===== src/inc/pss_regs.vh =====
/*
 header of register offsets, field positions, reset values and timing
 figures for the sleep/wake supervisor; assumes a 20 MHz clock and APB.
*/
`ifndef PSS_REGS_VH
`define PSS_REGS_VH
// register byte offsets
`define PSS_OFF_CTRL 12'h000
`define PSS_OFF_IGAIN 12'h004
`define PSS_OFF_DGAIN 12'h008
`define PSS_OFF_PERIOD 12'h00c
`define PSS_OFF_FILT 12'h010
`define PSS_OFF_WDEV 12'h014
`define PSS_OFF_WDLY 12'h018
`define PSS_OFF_SPDTH 12'h01c
`define PSS_OFF_SDLY 12'h020
`define PSS_OFF_MINSPD 12'h024
`define PSS_OFF_SETPT 12'h028
`define PSS_OFF_STATUS 12'h02c
`define PSS_OFF_IRQ 12'h030
`define PSS_OFF_MASK 12'h034
// ctrl fields
`define PSS_CTRL_LOOP_EN 0
`define PSS_CTRL_REVERSE 1
`define PSS_CTRL_MODE_LO 2
`define PSS_CTRL_MODE_HI 3
// loop operation select codes
`define PSS_MODE_MANUAL 2'h0
`define PSS_MODE_AUTO 2'h1
`define PSS_MODE_INPUT 2'h2
// reset values, hundredths / milliseconds / tenths
`define PSS_RST_GAIN 16'h0064
`define PSS_RST_GAIN_MAX 16'h270f
`define PSS_RST_PERIOD 16'h0064
`define PSS_PERIOD_MIN 16'h0032
`define PSS_TIME_MAX 16'h270f
`define PSS_RST_FILT 16'h0096
`define PSS_RST_WDEV 16'h001e
`define PSS_RST_WDLY 16'h0032
`define PSS_RST_SPDTH 16'h0000
`define PSS_SPDTH_MAX 16'h0fa0
`define PSS_RST_SDLY 16'h0064
`define PSS_RST_CTRL 4'h9
// irq bits
`define PSS_IRQ_SLEEP 0
`define PSS_IRQ_WAKE 1
// time base: one millisecond and the clock period, in ns
`define PSS_MS_NS 1000000
`define PSS_CLK_NS 50
// last ms count of a tenth second
`define PSS_TENTH_LAST 7'h63
`endif


===== src/hdl/pss_supervisor.v =====
/*
 sleep/wake supervisor with tuning registers behind an apb slave.
 assumes inputs synchronous to clk; speed in 0.1 Hz, pv and setpoint
 signed hundredths; motor ramp done by outside drive, reported back.
*/
// Design decisions made here: register access over APB and the register addresses.
`include "pss_regs.vh"

// What this block does
// - gains 0.00 to 99.99, default 1.00
// - sample period 0.050-9.999 s, default 0.100
// - setpoint first-order filter, default 0.150 s
// - sleep/wake only when enabled and automatic
// - keep sampling process variable while asleep
// - wake when pv below setpoint minus deviation, above setpoint plus it if reverse
// - start after wake held for wake delay
// - wake timer clears when condition drops
// - power-up run plus wake starts immediately
// - sleep threshold 0.0-400.0 Hz, default 0.0
// - zero threshold disables sleep entirely
// - stop after speed below threshold sleep delay
// - sleep-active alarm while asleep
// - run without wake stays asleep
// - ramp to minimum speed before loop control
// - sleep decelerates to 0 Hz and holds
// - mode 0 manual, 1 auto, 2 input
module pss_supervisor #(
	parameter CLK_NS = `PSS_CLK_NS,
	parameter TICK_MS = 1
) (
	input wire clk,
	input wire sys_rst,
	// apb slave
	input wire psel,
	input wire penable,
	input wire pwrite,
	input wire [11:0] paddr,
	input wire [31:0] pwdata,
	output reg [31:0] prdata,
	output wire pready,
	output wire pslverr,
	// drive side
	input wire run_stop_input,
	input wire manual_auto_input,
	input wire [15:0] motor_speed,
	input wire signed [15:0] process_variable,
	// outputs
	output reg motor_run,
	output reg ramp_to_min,
	output reg [15:0] speed_target,
	output reg loop_active,
	output reg loop_sample,
	output reg signed [15:0] filtered_setpoint,
	output reg sleep_active_alarm,
	output wire irq
);
	localparam integer TICK_FULL = (TICK_MS * `PSS_MS_NS) / CLK_NS;
	localparam [15:0] TICK_CYC = TICK_FULL[15:0];
	localparam [1:0] ST_IDLE = 2'h0;
	localparam [1:0] ST_SLEEP = 2'h1;
	localparam [1:0] ST_RAMP = 2'h2;
	localparam [1:0] ST_RUN = 2'h3;

	reg [3:0] ctrl;
	reg [15:0] integral_gain;
	reg [15:0] derivative_gain;
	reg [15:0] loop_sample_period;
	reg [15:0] setpoint_filter_time_constant;
	reg signed [15:0] wake_deviation;
	reg [15:0] wake_delay;
	reg [15:0] sleep_speed_threshold;
	reg [15:0] sleep_delay;
	reg [15:0] minimum_motor_speed;
	reg signed [15:0] setpoint;
	reg [1:0] irq_stat;
	reg [1:0] irq_mask;
	reg [1:0] state;
	reg [15:0] ms_div;
	reg [6:0] tenth_div;
	reg [15:0] period_cnt;
	reg [15:0] wake_cnt;
	reg [15:0] sleep_cnt;
	reg powerup;
	reg [1:0] next_state;

	wire wr = psel & penable & pwrite;
	wire ms_tick = (ms_div == TICK_CYC - 16'h0001);
	wire tenth_tick = ms_tick & (tenth_div == `PSS_TENTH_LAST);
	wire [1:0] mode = ctrl[`PSS_CTRL_MODE_HI:`PSS_CTRL_MODE_LO];
	reg auto_mode;
	reg signed [17:0] wake_lim;
	reg wake_cond;
	wire supervise;
	wire sleep_en = (sleep_speed_threshold != `PSS_RST_SPDTH);
	wire slow = motor_speed < sleep_speed_threshold;
	wire wake_done = wake_cond & (wake_cnt >= wake_delay);
	wire sleep_done = slow & (sleep_cnt >= sleep_delay);

	// clamp a written value into lo..hi
	function [15:0] clampu;
		input [15:0] v;
		input [15:0] lo;
		input [15:0] hi;
		begin
			clampu = (v < lo) ? lo : ((v > hi) ? hi : v);
		end
	endfunction

	function signed [15:0] clamps;
		input signed [15:0] v;
		begin
			if (v > $signed(`PSS_RST_GAIN_MAX))
				clamps = `PSS_RST_GAIN_MAX;
			else if (v < -$signed(`PSS_RST_GAIN_MAX))
				clamps = -$signed(`PSS_RST_GAIN_MAX);
			else
				clamps = v;
		end
	endfunction

	always @* begin
		case (mode)
		`PSS_MODE_MANUAL: auto_mode = 1'b0;
		`PSS_MODE_AUTO: auto_mode = 1'b1;
		default: auto_mode = manual_auto_input;
		endcase
	end

	assign supervise = ctrl[`PSS_CTRL_LOOP_EN] & auto_mode;

	// pv compared every cycle, asleep or not
	always @* begin
		if (ctrl[`PSS_CTRL_REVERSE]) begin
			wake_lim = filtered_setpoint + wake_deviation;
			wake_cond = process_variable > wake_lim;
		end else begin
			wake_lim = filtered_setpoint - wake_deviation;
			wake_cond = process_variable < wake_lim;
		end
	end

	assign pready = 1'b1;
	assign pslverr = 1'b0;
	assign irq = |(irq_stat & irq_mask);

	// register writes; values out of range clamp to the limits
	always @(posedge clk) begin
		if (sys_rst) begin
			ctrl <= `PSS_RST_CTRL;
			integral_gain <= `PSS_RST_GAIN;
			derivative_gain <= `PSS_RST_GAIN;
			loop_sample_period <= `PSS_RST_PERIOD;
			setpoint_filter_time_constant <= `PSS_RST_FILT;
			wake_deviation <= `PSS_RST_WDEV;
			wake_delay <= `PSS_RST_WDLY;
			sleep_speed_threshold <= `PSS_RST_SPDTH;
			sleep_delay <= `PSS_RST_SDLY;
			minimum_motor_speed <= 16'h0000;
			setpoint <= 16'h0000;
			irq_mask <= 2'h0;
		end else if (wr) begin
			if (paddr == `PSS_OFF_CTRL)
				ctrl <= pwdata[3:0];
			else if (paddr == `PSS_OFF_IGAIN)
				integral_gain <= clampu(pwdata[15:0], 16'h0000,
					`PSS_RST_GAIN_MAX);
			else if (paddr == `PSS_OFF_DGAIN)
				derivative_gain <= clampu(pwdata[15:0], 16'h0000,
					`PSS_RST_GAIN_MAX);
			else if (paddr == `PSS_OFF_PERIOD)
				loop_sample_period <= clampu(pwdata[15:0],
					`PSS_PERIOD_MIN, `PSS_TIME_MAX);
			else if (paddr == `PSS_OFF_FILT)
				setpoint_filter_time_constant <= clampu(pwdata[15:0],
					16'h0000, `PSS_TIME_MAX);
			else if (paddr == `PSS_OFF_WDEV)
				wake_deviation <= clamps(pwdata[15:0]);
			else if (paddr == `PSS_OFF_WDLY)
				wake_delay <= clampu(pwdata[15:0], 16'h0000,
					`PSS_TIME_MAX);
			else if (paddr == `PSS_OFF_SPDTH)
				sleep_speed_threshold <= clampu(pwdata[15:0], 16'h0000,
					`PSS_SPDTH_MAX);
			else if (paddr == `PSS_OFF_SDLY)
				sleep_delay <= clampu(pwdata[15:0], 16'h0000,
					`PSS_TIME_MAX);
			else if (paddr == `PSS_OFF_MINSPD)
				minimum_motor_speed <= pwdata[15:0];
			else if (paddr == `PSS_OFF_SETPT)
				setpoint <= pwdata[15:0];
			else if (paddr == `PSS_OFF_MASK)
				irq_mask <= pwdata[1:0];
		end
	end

	// read mux; unmapped addresses read zero
	always @(posedge clk) begin
		if (sys_rst)
			prdata <= 32'h0000_0000;
		else if (psel & ~penable & ~pwrite) begin
			if (paddr == `PSS_OFF_CTRL)
				prdata <= {28'h0, ctrl};
			else if (paddr == `PSS_OFF_IGAIN)
				prdata <= {16'h0, integral_gain};
			else if (paddr == `PSS_OFF_DGAIN)
				prdata <= {16'h0, derivative_gain};
			else if (paddr == `PSS_OFF_PERIOD)
				prdata <= {16'h0, loop_sample_period};
			else if (paddr == `PSS_OFF_FILT)
				prdata <= {16'h0, setpoint_filter_time_constant};
			else if (paddr == `PSS_OFF_WDEV)
				prdata <= {16'h0, wake_deviation};
			else if (paddr == `PSS_OFF_WDLY)
				prdata <= {16'h0, wake_delay};
			else if (paddr == `PSS_OFF_SPDTH)
				prdata <= {16'h0, sleep_speed_threshold};
			else if (paddr == `PSS_OFF_SDLY)
				prdata <= {16'h0, sleep_delay};
			else if (paddr == `PSS_OFF_MINSPD)
				prdata <= {16'h0, minimum_motor_speed};
			else if (paddr == `PSS_OFF_SETPT)
				prdata <= {16'h0, setpoint};
			else if (paddr == `PSS_OFF_STATUS)
				prdata <= {27'h0, wake_cond, sleep_active_alarm,
					loop_active, state};
			else if (paddr == `PSS_OFF_IRQ)
				prdata <= {30'h0, irq_stat};
			else if (paddr == `PSS_OFF_MASK)
				prdata <= {30'h0, irq_mask};
			else
				prdata <= 32'h0000_0000;
		end
	end

	// time base: ms tick and 0.1 s tick
	always @(posedge clk) begin
		if (sys_rst) begin
			ms_div <= 16'h0000;
			tenth_div <= 7'h00;
		end else if (ms_tick) begin
			ms_div <= 16'h0000;
			tenth_div <= (tenth_div == `PSS_TENTH_LAST) ? 7'h00 :
				tenth_div + 7'h01;
		end else
			ms_div <= ms_div + 16'h0001;
	end

	// loop sample strobe every period ms
	always @(posedge clk) begin
		if (sys_rst) begin
			period_cnt <= 16'h0000;
			loop_sample <= 1'b0;
		end else begin
			loop_sample <= 1'b0;
			if (ms_tick) begin
				if (period_cnt + 16'h0001 >= loop_sample_period) begin
					period_cnt <= 16'h0000;
					loop_sample <= 1'b1;
				end else
					period_cnt <= period_cnt + 16'h0001;
			end
		end
	end

	// first-order filter, one step per ms: y += (x-y)*1/(tau+1)
	// coarse divide by shift keeps it small; tau 0 passes straight
	reg signed [16:0] filt_err;
	reg [3:0] filt_sh;
	reg signed [16:0] filt_step;
	always @* begin
		filt_err = setpoint - filtered_setpoint;
		if (setpoint_filter_time_constant < 16'h0002) filt_sh = 4'h0;
		else if (setpoint_filter_time_constant < 16'h0004) filt_sh = 4'h1;
		else if (setpoint_filter_time_constant < 16'h0010) filt_sh = 4'h3;
		else if (setpoint_filter_time_constant < 16'h0040) filt_sh = 4'h5;
		else if (setpoint_filter_time_constant < 16'h0100) filt_sh = 4'h7;
		else if (setpoint_filter_time_constant < 16'h0400) filt_sh = 4'h9;
		else filt_sh = 4'hc;
		// small positive errors step half way so the output still lands exactly
		if ((filt_err >>> filt_sh) == 17'sh0)
			filt_step = filt_err - (filt_err >>> 1);
		else
			filt_step = filt_err >>> filt_sh;
	end
	always @(posedge clk) begin
		if (sys_rst)
			filtered_setpoint <= 16'h0000;
		else if (ms_tick) begin
			if (filt_sh == 4'h0)
				filtered_setpoint <= setpoint;
			else
				filtered_setpoint <= filtered_setpoint
					+ filt_step[15:0];
		end
	end

	// state machine
	always @* begin
		next_state = state;
		case (state)
		ST_IDLE: begin
			if (run_stop_input & powerup & supervise & sleep_en & wake_cond)
				next_state = ST_RAMP;
			else if (run_stop_input & supervise & sleep_en)
				next_state = ST_SLEEP;
			else if (run_stop_input)
				next_state = ST_RUN;
		end
		ST_SLEEP: begin
			if (~run_stop_input)
				next_state = ST_IDLE;
			else if (~supervise | ~sleep_en)
				next_state = ST_RUN;
			else if (wake_done)
				next_state = ST_RAMP;
		end
		ST_RAMP: begin
			if (~run_stop_input)
				next_state = ST_IDLE;
			else if (motor_speed >= minimum_motor_speed)
				next_state = ST_RUN;
		end
		default: begin
			if (~run_stop_input)
				next_state = ST_IDLE;
			else if (supervise & sleep_en & sleep_done)
				next_state = ST_SLEEP;
		end
		endcase
	end

	always @(posedge clk) begin
		if (sys_rst) begin
			state <= ST_IDLE;
			powerup <= 1'b1;
			wake_cnt <= 16'h0000;
			sleep_cnt <= 16'h0000;
			irq_stat <= 2'h0;
		end else begin
			state <= next_state;
			if (state != ST_IDLE)
				powerup <= 1'b0;
			if (state != ST_SLEEP | ~wake_cond)
				wake_cnt <= 16'h0000;
			else if (tenth_tick & ~wake_done)
				wake_cnt <= wake_cnt + 16'h0001;
			if (state != ST_RUN | ~slow)
				sleep_cnt <= 16'h0000;
			else if (tenth_tick & ~sleep_done)
				sleep_cnt <= sleep_cnt + 16'h0001;
			// set wins over write-one-to-clear
			irq_stat <= (irq_stat & ~((wr & (paddr == `PSS_OFF_IRQ)) ?
				pwdata[1:0] : 2'h0)) |
				{(state == ST_SLEEP) & (next_state == ST_RAMP),
				(state != ST_SLEEP) & (next_state == ST_SLEEP)};
		end
	end

	// registered drive outputs
	always @(posedge clk) begin
		if (sys_rst) begin
			motor_run <= 1'b0;
			ramp_to_min <= 1'b0;
			speed_target <= 16'h0000;
			loop_active <= 1'b0;
			sleep_active_alarm <= 1'b0;
		end else begin
			motor_run <= (next_state == ST_RAMP) | (next_state == ST_RUN);
			ramp_to_min <= next_state == ST_RAMP;
			speed_target <= (next_state == ST_RAMP) ?
				minimum_motor_speed : 16'h0000;
			loop_active <= next_state == ST_RUN;
			sleep_active_alarm <= next_state == ST_SLEEP;
		end
	end
endmodule // pss_supervisor


===== config.mk =====
export PLATFORM = sky130hd
export DESIGN_NAME = pss_supervisor
export DESIGN_NICKNAME = d
export VERILOG_FILES = /design/src/hdl/pss_supervisor.v
export VERILOG_INCLUDE_DIRS = /design/src /design/src/inc
export SDC_FILE = /design/constraint.sdc
export NUM_CORES = 1
export LEC_CHECK = 0
export ABC_CLOCK_PERIOD_IN_PS = 6300
export BUFFER_PORTS_ARGS = -buffer_cell sky130_fd_sc_hd__buf_2
export CAP_MARGIN = 40
export CELL_PAD_IN_SITES_DETAIL_PLACEMENT = 1
export CELL_PAD_IN_SITES_GLOBAL_PLACEMENT = 2
export CORE_MARGIN = 5
export CORE_UTILIZATION = 33
export CTS_CLUSTER_SIZE = 16
export DETAILED_ROUTE_END_ITERATION = 16
export GPL_TIMING_DRIVEN = 1
export PLACE_DENSITY = 0.74
export RECOVER_POWER = 100
export SLEW_MARGIN = 20
export SYNTH_ARGS = -nofsm -noshare
export SYNTH_HDL_FRONTEND = slang
export SYNTH_SLANG_ARGS = --single-unit

===== constraint.sdc =====
create_clock -name clk -period 6.3 [get_ports clk]
set_input_delay 0.945 -clock clk [delete_from_list [all_inputs] [get_ports clk]]
set_output_delay 0.945 -clock clk [all_outputs]
set_load 0.005 [all_outputs]

Word level (Yosys, flattened, before mapping). Index checks and enable logic that the tools add are counted.

Mux-type cells: 46. $mul: 0. Equality and inequality tests: 23. Reductions and logical operators: 25. Add/subtract/negate cells: 10. Shift operators: 1. Bitwise logic cells: 50. Div/mod/pow operators: 0. Order comparisons: 19.

Operators with widths (number): $mux W16 (21); $eq A12 B6 Y1 const B (6); $add A16 B1 Y16 const B (4); $ge A16 B16 Y1 (4); $eq A12 B5 Y1 const B (4); $sub A16 B16 Y17 (2); $mux W2 (13); $eq A12 B4 Y1 const B (2); $and A1 B1 Y1 (21); $not A1 Y1 (21); $mux W4 (5); $add A16 B16 Y17 (1); $gt A16 B17 Y1 (1); $logic_not A17 Y1 (1); $lt A16 B17 Y1 (1); $sshr A17 B4 Y17 (1); $add A16 B16 Y16 (1); $eq A16 B15 Y1 const B (1); $gt A16 B12 Y1 const B (1); $gt A16 B14 Y1 const B (1); $gt A16 B15 Y1 const B (1); $lt A16 B1 Y1 const B (1); $lt A16 B11 Y1 const B (1); $lt A16 B15 Y1 const B (1); 43 further kinds (58).

Memory bits (read-only): 0. Memories kept: 0. Output and inout bits: 72. Flip-flop bits (word level): 311. Latch bits: 0. Bits in writable memories: 0. Logic and storage cells: 202. Input bits: 83.

Depth between registers and ports, before layout. Gate-level depths: netlist of run 1.

Depth after elaboration: 15. Depth in mapped cells: 31. Depth with buffers taken out: 31.

Worst setup path before layout of run 1. No wires, ideal clock.

Path type: register to register. From: register filtered_setpoint[1]. To: register filtered_setpoint[14]. Clock period less this slack: 6.052 ns. Cell stages (with the launch flop): 29. Path buffers: 1. Setup time: 0.091 ns. Slack: 0.248 ns. Data arrival time: 5.962 ns. Required time: 6.209 ns. Cell sequence: dfxtp_1 -> inv_1 -> fa_1 -> a21o_1 -> a22o_1 -> o211ai_1 -> or4b_2 -> nand2_1 -> a21oi_1 -> a221oi_1 -> a21oi_1 -> nand4b_1 -> nor2_1 -> buf_4 -> o21a_1 -> ha_1 -> fa_1 -> a21oi_1 -> o21bai_1 -> a21o_1 -> a21o_1 -> a21oi_1 -> o211ai_1 -> a21o_1 -> a21oi_1 -> o21ai_0 -> xor2_1 -> nand2_1 -> a311oi_1.

Word-level cells in the longest chain between the ends: 6. Elaborated cells on any way between the ends: 7. Classes of those cells: add/sub: 3; shift: 1; mux: 2; reduce/logical: 1.

Ends and longest elaborated chain: start: declaration (line pss_supervisor.v:53) `output reg signed [15:0] filtered_setpoint,`; start signal: assignment (line pss_supervisor.v:290) `filtered_setpoint <= setpoint;`; start signal: assignment (line pss_supervisor.v:292) `filtered_setpoint <= filtered_setpoint`; parallel branches: the longest is 4 deep, another holds $sub A16 B16 Y17; $add A16 B16 Y16 (*) (line pss_supervisor.v:293) `+ filt_step[15:0];`; $mux W16 (*) (line pss_supervisor.v:289) `if (filt_sh == 4'h0)`.

Mark *: on every way between the ends. A chain may end at the register's enable or synchronous reset.

Worst setup path after layout of run 1.
From: register setpoint[0]. To: register filtered_setpoint[12].

Word-level cells in the longest chain between the ends: 6. Elaborated cells on any way between the ends: 7. Classes of those cells: add/sub: 3; shift: 1; mux: 2; reduce/logical: 1.

Ends and longest elaborated chain: start: declaration (line pss_supervisor.v:74) `reg signed [15:0] setpoint;`; start signal: assignment (line pss_supervisor.v:190) `setpoint <= pwdata[15:0];`; $sub A16 B16 Y17 (*) (line pss_supervisor.v:271) `filt_err = setpoint - filtered_setpoint;`; parallel branches: the longest is 2 deep, another holds $sub A16 B16 Y16; $mux W16 (*) (line pss_supervisor.v:280) `if ((filt_err >>> filt_sh) == 17'sh0)`; $add A16 B16 Y16 (*) (line pss_supervisor.v:293); $mux W16 (*) (line pss_supervisor.v:289).

Marks and branches as above.

==> out/qor.yml, run 1 <==
r2r_cells: 32
cts_buffer_depth: 3
max_slew_margin_pct: 11.7
drc: 0
die-area_mm2: 0.0650
setup_tns_ps: 0
postRouteAntennaNets: 0
power_mw: 4.33
avgRoutedWirePerCell_um: 23.2
dieWidth_um: 255
first_pass_iters: 5
rows: 89
nFillCells: 7272
async_flop_share_pct: 0
status: "completed"
end_kind: "flop"
syn_area_mm2: 0.0198
drt-initial-drc-count: 1148
whs_path_depth: 1
root_buffer: "clkbuf_16"
crit-reg2reg-capture: "filtered_setpoint[12]"
cp_max_fo: 4
reg2reg_from: "setpoint[0]"
grt_use_total_pct: 24.6
critPathKind: "flop to flop"
cts_max_level: 2
peakVddDrop_uv: 169
fin_crit_sh_pct: 97.3
port_buffers: 120
worstSkewPairLatency_ps: 560
mostFrequentLayoutCell: "nor2_1"
cts_sinks: 295
final_hold_viol_count: 0
tightest_slew_ps: 1320
area_growth_pct: 19.3
grt.overflow.total: 0
slew_violations: 0
leakagePower_nw: 9.71
synth_area_per_cell_um2: 7.87
final_area_mm2: 0.0236
grt_pass1_wl_um: 125000
yosysWarnings: 0
cpMaxStageDelayCell: "a311o_1"
ioPinCount: 155
r2r_slack_ps: 170
finalCriticalPeriod_ps: 6130
cpMostUsedCell: "a21o_1"
cap_violations: 0
cts_tree: "built"
cts.clk_slew.worst_paths_ps: 70
fmax_ghz: 0.163
drive_gt1_share_pct: 14.0
critPathBufInv: 6
synthCells: 2516
coreArea_mm2: 0.0592
layout_common_cells: "nor2_1, dfxtp_1, nand2_1"
dpl_cell_area_mm2: 0.0223
finClkSkew_ps: 23.9
critPathMaxStageDelay_ps: 380
grt_pass1_vias: 20400
dp.final_hpwl_um: 65900
grt_max_degree: 106
seq_area_frac_synth_pct: 29.8
ys_types: 79
cpLargestDelayFamily: "compound AO/OA/AOI/OAI gates"
nNetsFinal: 3034
dieHeight_um: 255
wl_um: 82300
synth_edf_count: 0
cp_data_arrival_time_ps: 6580
whs_ps: 440
gp_congestion: 0.944
postCtsHoldBufs: 0
cts_buffers: 37
critPathLaunchType: "flop"
via_count: 19800
synth_ff_type: "dfxtp_1"
setup-violations-final: 0
holdPathEnd: "ms_div[0]"
antenna_found_initial: 1
ys_seq_elements: 295
powerDensity_mw_per_mm2: 183
worstPathRequired_ps: 6760
hold_path_startpoint: "ms_div[0]"
hp-class: "flop to flop"
initial_core_util_pct: 33.4
via_per_inst: 5.59
[registers in the layout, summed over array words and instances (netlist names), 4 cells and up]
| name | count |
|---|---|
| ctrl | 4 |
| derivative_gain | 16 |
| filtered_setpoint | 16 |
| integral_gain | 16 |
| loop_sample_period | 16 |
| minimum_motor_speed | 16 |
| ms_div | 16 |
| period_cnt | 16 |
| prdata | 16 |
| setpoint | 16 |
| setpoint_filter_time_constant | 16 |
| sleep_cnt | 16 |
| sleep_delay | 16 |
| sleep_speed_threshold | 16 |
| speed_target | 16 |
| tenth_div | 7 |
| wake_cnt | 16 |
| wake_delay | 16 |
| wake_deviation | 16 |
[worst max-delay path by stage]
stage                    startpoint               endpoint  slack (ps)  depth (start not counted)
2_1_floorplan  filtered_setpoint[1]  filtered_setpoint[14]         250                         28
3_3_place_gp            setpoint[0]  filtered_setpoint[14]         -70                         32
3_5_place_dp            setpoint[0]  filtered_setpoint[14]        -260                         32
4_1_cts                 setpoint[0]  filtered_setpoint[13]           3                         30
5_1_grt                 setpoint[0]  filtered_setpoint[15]         -60                         31
6_report                setpoint[0]  filtered_setpoint[12]         170                         32
[through the flow]
stage / instances / setup WS, ps / util [%]
finish: 3551 / 172 / 39.9
detailed placement: 3477 / -256 / 37.6
floorplan: 2532 / 248 / -
CTS: 3544 / 3.46 / 39.8
global placement: 3468 / -72.4 / 37.5
global route: 3550 / -57.7 / 39.8
[per-layer routing]
metal	track usage [%]	share of wire, %	up-vias
li1	-	-	9467
met5	0	0.015	-
met3	3.23	4.7	137
met4	8.64	3.9	2
met2	40.9	46	492
met1	32.9	45	9735
[cells by family after synthesis]
logic type | Yosys count | share of synthesized area (%)
and+or+nand+nor | 866 | 20.3
AOI/OAI and AO/OA | 698 | 24.1
buffers and inverters | 313 | 6.40
DFF | 295 | 29.8
adders and majority gates | 201 | 12.9
xor gates and xnor gates | 106 | 4.69
muxes | 35 | 1.80
other | 2 | 0.0380
[repair_timing]
| action | 4_1_cts | 5_1_grt |
|---|---|---|
| resized for setup | 10 | 28 |
| setup endpoints to repair | 15 | 44 |
| hold endpoints to repair | 0 | 0 |
| cloned | 0 | 0 |
| setup buffers | 1 | 3 |
| pin swaps | 4 | 12 |
[cell type report]
class	instances	area, um^2	area share (%)
multi-input combinational	1924	12800	54.4
sequential	295	5910	25.0
timing repair buffer	318	2000	8.46
clock buffer	49	1040	4.41
tap	773	967	4.10
inverter	174	653	2.77
clock inverter	17	205	0.869
antenna	1	2.50	0.0106
[worst register-to-register path: cells and delay by family (launching register included)]
kind,cells,cell delay (ps)
AND/OR/NAND/NOR,4,500
adder cells (fa/ha/maj),4,1090
flip-flops,1,310
buffers and inverters,6,660
AO/OA/AOI/OAI,16,3160
XOR/XNOR,2,310
[Yosys cell counts, types with 7 or more instances]
cell type	number	area [um^2]
a2111oi_0	7	61.3
a211o_1	31	272
a211oi_1	69	518
a21o_1	44	330
a21oi_1	173	866
a221oi_1	18	158
a22oi_1	40	300
a311oi_1	15	131
a31oi_1	25	156
a32o_1	13	130
and2_1	29	181
and3_1	29	181
buf_1	10	37.5
buf_4	20	150
clkbuf_1	105	394
dfxtp_1	295	5910
ha_1	196	2450
inv_1	174	653
mux2i_1	31	310
nand2_1	202	758
nand2b_1	25	156
nand3_1	71	355
nand4_1	19	119
nor2_1	328	1230
nor2b_1	28	175
nor3_1	50	250
nor3b_1	8	60.1
nor4_1	20	125
o2111ai_1	7	61.3
o211ai_1	42	315
o21a_1	12	90.1
o21ai_0	100	500
o21bai_1	10	75.1
o221ai_1	25	219
o22ai_1	8	50.1
o31ai_1	8	60.1
or2_2	12	75.1
or3_1	21	131
xnor2_1	71	622
xor2_1	35	307
[report_power, final]
part           switching [mW]  total, mW  internal, mW
logic                   0.152      0.220        0.0684
clock network           0.893       2.22          1.33
registers             0.00789       1.88          1.87
total                    1.05       4.33          3.27
Power figures use the tool's default switching activity.
==> run 2, diff against run 1 <==
--- a/config.mk
+++ b/config.mk
@@ -6,17 +6,18 @@
 export SDC_FILE = /design/constraint.sdc
 export NUM_CORES = 1
 export LEC_CHECK = 0
+export ABC_AREA = 1
 export ABC_CLOCK_PERIOD_IN_PS = 6300
 export BUFFER_PORTS_ARGS = -buffer_cell sky130_fd_sc_hd__buf_2
 export CAP_MARGIN = 40
 export CELL_PAD_IN_SITES_DETAIL_PLACEMENT = 1
 export CELL_PAD_IN_SITES_GLOBAL_PLACEMENT = 2
 export CORE_MARGIN = 5
-export CORE_UTILIZATION = 33
+export CORE_UTILIZATION = 30
 export CTS_CLUSTER_SIZE = 16
 export DETAILED_ROUTE_END_ITERATION = 16
 export GPL_TIMING_DRIVEN = 1
-export PLACE_DENSITY = 0.74
+export PLACE_DENSITY = 0.72
 export RECOVER_POWER = 100
 export SLEW_MARGIN = 20
 export SYNTH_ARGS = -nofsm -noshare
==> out/qor.yml, run 2 <==
status: "completed"
final_hold_viol_count: 0  # unchanged
first_pass_iters: 5  # unchanged
cpMaxStageDelayCell: "fa_1"
mostFrequentLayoutCell: "nand2_1"
worstSkewPairLatency_ps: 560  # about the same
r2r_slack_ps: 410  # +240 ps
cts_buffer_depth: 3  # unchanged
grt.busiest_layer: "met2"
use_met2_pct: 38.6  # -2.3 points
setup_tns_ps: 0  # unchanged
grt.overflow.total: 0  # unchanged
avgRoutedWirePerCell_um: 21.2  # -8.5%
worstPathRequired_ps: 6720  # -40 ps
root_buffer: "clkbuf_16"
layout_common_cells: "nand2_1, inv_1, a21oi_1"
synthTopCellsByCount: "nand2_1, inv_1, a21oi_1"
dieHeight_um: 272  # +6.9%
cts_tree: "built"
dp.final_hpwl_um: 70500  # +6.9%
via_per_inst: 5.27  # -5.6%
ys_types: 57  # -28%
synthCells: 3023  # +20%
grt_pass1_vias: 22100  # +8.5%
cp_max_fo: 9  # +5
tightest_slew_ps: 1150  # -173 ps
grt_util_met3_pct: 2.39  # -0.84 points
drc: 0  # unchanged
grt_util_met1_pct: 29.7  # -3.2 points
setup-violations-final: 0  # unchanged
synth_most_common_cell: "nand2_1"
ys_seq_elements: 295  # unchanged
ioPinCount: 155  # unchanged
synth_area_leaders: "dfxtp_1, ha_1, nand2_1, inv_1, a21oi_1"
cap_violations: 0  # unchanged
syn_area_mm2: 0.0207  # +4.4%
dieWidth_um: 272  # +6.9%
max_slew_margin_pct: 23.2  # +12 points
rows: 96  # +7.9%
crit-reg2reg-capture: "filtered_setpoint[12]"
async_flop_share_pct: 0  # unchanged
drt-initial-drc-count: 1027  # -11%
fmax_ghz: 0.170  # +4.0%
critPathKind: "flop to flop"
critPathLaunchType: "flop"
slew_violations: 0  # unchanged
seq_area_frac_synth_pct: 28.6  # -1.2 points
hold_path_startpoint: "derivative_gain[15]"
grt_max_degree: 59  # -44%
nNetsFinal: 3424  # +13%
cpMostUsedCell: "nand2_1"
antennaDiodeCount: 0  # -1
postCtsHoldBufs: 0  # unchanged
grt_use_total_pct: 22.5  # -2.1 points
finClkSkew_ps: 26.0  # +2.09 ps
cts_buffers: 37  # unchanged
antenna_found_initial: 1  # unchanged
initial_core_util_pct: 30.2  # -3.2 points
critPathMaxStageDelay_ps: 480  # +100 ps
fin_crit_sh_pct: 93.5  # -3.8 points
cts_max_level: 2  # unchanged
r2r_cells: 37  # +16%
end_kind: "flop"
reg2reg_from: "setpoint[0]"
grt_pass1_wl_um: 131000  # +5.1%
die-area_mm2: 0.0742  # +14%
whs_path_depth: 2  # +1
synth_top_area_share_pct: 28.6  # -1.2 points
whs_ps: 444  # +3.33 ps
drive_gt1_share_pct: 7.16  # -6.8 points
port_buffers: 120  # unchanged
gp_congestion: 0.883  # -6.5%
cts_sinks: 295  # unchanged
cts.clk_slew.worst_paths_ps: 60  # about the same
synth_area_per_cell_um2: 6.83  # -13%
finalCriticalPeriod_ps: 5890  # -238 ps
place_worst_setup_slack_ps: -164  # +91.1 ps
holdPathEnd: "derivative_gain[15]"
coreArea_mm2: 0.0685  # +16%
yosys.area.top_type: "dfxtp_1"
fin_ws_ps: 410  # +238 ps
powerDensity_mw_per_mm2: 185  # +0.97%
synth_ff_type: "dfxtp_1"
area_growth_pct: 13.6
leakagePower_nw: 10.1  # +4.5%
peakVddDrop_uv: 204  # +20%
synth_edf_count: 0  # unchanged
cp_data_arrival_time_ps: 6310  # -270 ps
yosysWarnings: 0  # unchanged
hp-class: "flop to flop"
postRouteAntennaNets: 0  # unchanged
via_count: 21400  # +7.7%
wl_um: 85900  # +4.4%
run 2: logic make-up after synthesis:
logic type               after synthesis  share of synthesized area, %
AND/OR/NAND/NOR                     1136                          24.0
other                                  2                        0.0364
XOR/XNOR                              74                          3.14
adder cells (fa/ha/maj)              201                          12.4
AO/OA/AOI/OAI                        749                          21.0
multiplexers                           1                        0.0485
buffers and inverters                565                          10.8
flip-flops                           295                          28.6
run 2: power by group:
| part | switching [mW] | internal, mW |
|---|---|---|
| sequential | 0.00776 | 1.88 |
| clock | 0.880 | 1.33 |
| combinational | 0.176 | 0.0714 |
| total | 1.06 | 3.28 |
run 2: layer usage:
| layer | vias up | wire length (um) | share of wire [%] |
|---|---|---|---|
| met5 | - | 13 | 0.015 |
| li1 | 10400 | - | - |
| met1 | 10400 | 39700 | 46 |
| met3 | 132 | 2830 | 3.3 |
| met2 | 394 | 40600 | 47 |
| met4 | 2 | 2790 | 3.2 |
run 2: area by class of cell:
class | instances | area (um^2)
Clock inverter | 14 | 160
Clock buffer | 54 | 1090
Timing Repair Buffer | 170 | 863
Tap cell | 882 | 1100
Inverter | 457 | 1720
Multi-Input combinational cell | 2179 | 12600
Sequential cell | 295 | 5910
Fill cell | 8700 | 45000
run 2: what timing repair did:
action	CTS	global route
setup buffers	0	1
setup endpoints to repair	16	28
gates resized for setup	2	16
pin swaps	0	1
run 2: worst max path at each step:
stage	startpoint	to	slack, ps	depth (start not counted)
floorplan	filtered_setpoint[1]	filtered_setpoint[12]	1500	40
global placement	wake_deviation[2]	speed_target[11]	-50	34
detailed placement	wake_deviation[2]	speed_target[5]	-160	34
CTS	wake_deviation[3]	speed_target[11]	60	30
global route	filtered_setpoint[3]	filtered_setpoint[12]	-0.8	40
finish	setpoint[0]	filtered_setpoint[12]	410	37
run 2: per-stage QoR:
step	power [mW]	instances	util (%)	instance area, um^2
after floorplan	2.06	3039	-	20700
after global placement	2.16	3975	32.5	22200
after detailed placement	2.17	3979	32.5	22300
after CTS	4.40	4047	34.3	23500
after global routing	4.51	4051	34.3	23500
final	4.34	4051	34.3	23500
run 2: worst max-delay path: cells and delay by family, from the launching register on:
| family | cells | cell delay [ps] |
|---|---|---|
| fa+ha+maj | 4 | 1270 |
| simple gates | 23 | 2790 |
| compound gates | 8 | 1100 |
| buf+inv | 2 | 240 |
| flops | 1 | 310 |
==> run 3, diff against run 2 <==
==> constraint.sdc (replaced) <==
create_clock -name clk -period 6.3 [get_ports clk]
set_input_delay 0.945 -clock clk [delete_from_list [all_inputs] [get_ports clk]]
set_output_delay 0.945 -clock clk [all_outputs]
set_load 0.02 [all_outputs]
==> out/qor.yml, run 3 (synthesis gave the netlist of run 2 again) <==
cts_sinks: 295  # unchanged
root_buffer: "clkbuf_16"
finalCriticalPeriod_ps: 5920  # +31.9 ps
cpLargestDelayFamily: "simple AND/OR/NAND/NOR gates"
hp-class: "flop to flop"
worstPathRequired_ps: 6710  # about the same
status: "completed"
postRouteAntennaNets: 0  # unchanged
r2r_slack_ps: 380  # -30 ps
hold_path_startpoint: "derivative_gain[15]"
fin_crit_sh_pct: 94.0  # +0.51 points
cpMostUsedCell: "nand2_1"
worstSkewPairLatency_ps: 560  # about the same
powerDensity_mw_per_mm2: 185  # +0.22%
nNetsFinal: 3424  # unchanged
cts_buffers: 37  # unchanged
wl_um: 85900  # about the same
dieWidth_um: 272  # unchanged
die-area_mm2: 0.0742  # unchanged
cpMaxStageDelayCell: "fa_1"
critPathLaunch: "setpoint[0]"
peakVddDrop_uv: 203  # -0.33%
setup-violations-final: 0  # unchanged
dieHeight_um: 272  # unchanged
drc: 0  # unchanged
critPathKind: "flop to flop"
holdPathEnd: "derivative_gain[15]"
cts_max_level: 2  # unchanged
fmax_ghz: 0.169  # -0.54%
final_area_mm2: 0.0235  # unchanged
grt_use_total_pct: 22.5  # unchanged
antenna_found_initial: 1  # unchanged
ioPinCount: 155  # unchanged
reg2reg_from: "setpoint[0]"
area_growth_pct: 13.6  # unchanged
tightest_slew_ps: 1160  # +7.86 ps
port_buffers: 120  # unchanged
dpl_cell_area_mm2: 0.0223  # unchanged
layout_common_cells: "nand2_1, inv_1, a21oi_1"
cp_data_arrival_time_ps: 6340  # +30 ps
avgRoutedWirePerCell_um: 21.2  # about the same
slew_violations: 0  # unchanged
r2r_cells: 37  # unchanged
final_hold_viol_count: 0  # unchanged
finClkSkew_ps: 26.6  # +0.612 ps
grt_pass1_wl_um: 131000  # unchanged
rows: 96  # unchanged
seq_area_mm2: 0.00591  # unchanged
critPathBufInv: 2  # unchanged
grt_pass1_vias: 22100  # unchanged
whs_ps: 444  # -0.0440 ps
setup_tns_ps: 0  # unchanged
drt-initial-drc-count: 1012  # -1.5%
max_slew_margin_pct: 22.7  # -0.52 points
end_kind: "flop"
coreArea_mm2: 0.0685  # unchanged
grt.overflow.total: 0  # unchanged
cap_violations: 0  # unchanged
whs_path_depth: 2  # unchanged
gp_congestion: 0.883  # unchanged
critPathLaunchType: "flop"
postCtsHoldBufs: 0  # unchanged
drive_gt1_share_pct: 6.72  # -0.44 points
leakagePower_nw: 10.1  # -0.62%
mostFrequentLayoutCell: "nand2_1"
cts.clk_slew.worst_paths_ps: 60  # about the same
crit-reg2reg-capture: "filtered_setpoint[12]"
antennaDiodeCount: 0  # unchanged
cts_tree: "built"
nFillCells: 8706  # +0.069%
cp_max_fo: 9  # unchanged
initial_core_util_pct: 30.2  # unchanged
first_pass_iters: 5  # unchanged
via_per_inst: 5.26  # -0.18%
multi_input_area_mm2: 0.0126  # unchanged
via_count: 21300  # -0.18%
cts_buffer_depth: 3  # unchanged
dp.final_hpwl_um: 70500  # unchanged
critPathMaxStageDelay_ps: 470  # about the same
grt_max_degree: 59  # unchanged
==> run 3: changes by cell type in the layout (fill, tap and decap cells not counted), sizes merged <==
cell,previous run,this run
buf,116,102
clkbuf,108,122
==> run 3: where the power goes <==
group	internal, mW	switching (mW)
registers	1.88	0.00791
logic	0.0712	0.187
clock network	1.33	0.878
==> run 3: layout make-up <==
type,instances,area share (%)
clock buffers,54,4.66
clock inverters,14,0.683
inverters,457,7.34
multi-input cells,2179,53.8
flip-flops and latches,295,25.2
well taps,882,4.70
repair buffers,170,3.68
==> run 3: worst max-delay path by stage <==
stage,end,slack (ps),cells after the start
6_report,filtered_setpoint[12],380,37
5_1_grt,filtered_setpoint[12],-0.8,40
4_1_cts,speed_target[11],60,30
3_5_place_dp,speed_target[5],-160,34
3_3_place_gp,speed_target[11],-50,34
2_1_floorplan,filtered_setpoint[12],1360,40
==> run 3: repair_timing <==
action	4_1_cts	5_1_grt
pin swaps	0	1
setup endpoints to repair	16	28
setup buffers	0	1
gates resized for setup	2	16
==> run 3: routing by layer <==
layer	wire, um	global-route usage, %
met1	39800	29.7
met2	40600	38.6
met3	2660	2.39
met5	13	0
met4	2800	6.92
==> run 3: worst min-delay path: cells and delay by family, from the launching register on <==
kind                   cells  cell delay [ps]
buffers and inverters      1               60
DFF                        1              290
and+or+nand+nor            1               50
==> run 3: per-stage QoR <==
| step | worst slack, ps | instances | power (mW) | util (%) |
|---|---|---|---|---|
| after global placement | -48.1 | 3975 | 2.17 | 32.5 |
| after detailed placement | -164 | 3979 | 2.18 | 32.5 |
| final | 378 | 4051 | 4.35 | 34.3 |
| after global routing | -0.794 | 4051 | 4.52 | 34.3 |
| after CTS | 59.8 | 4047 | 4.41 | 34.3 |
| after floorplan | 1360 | 3039 | 2.07 | - |
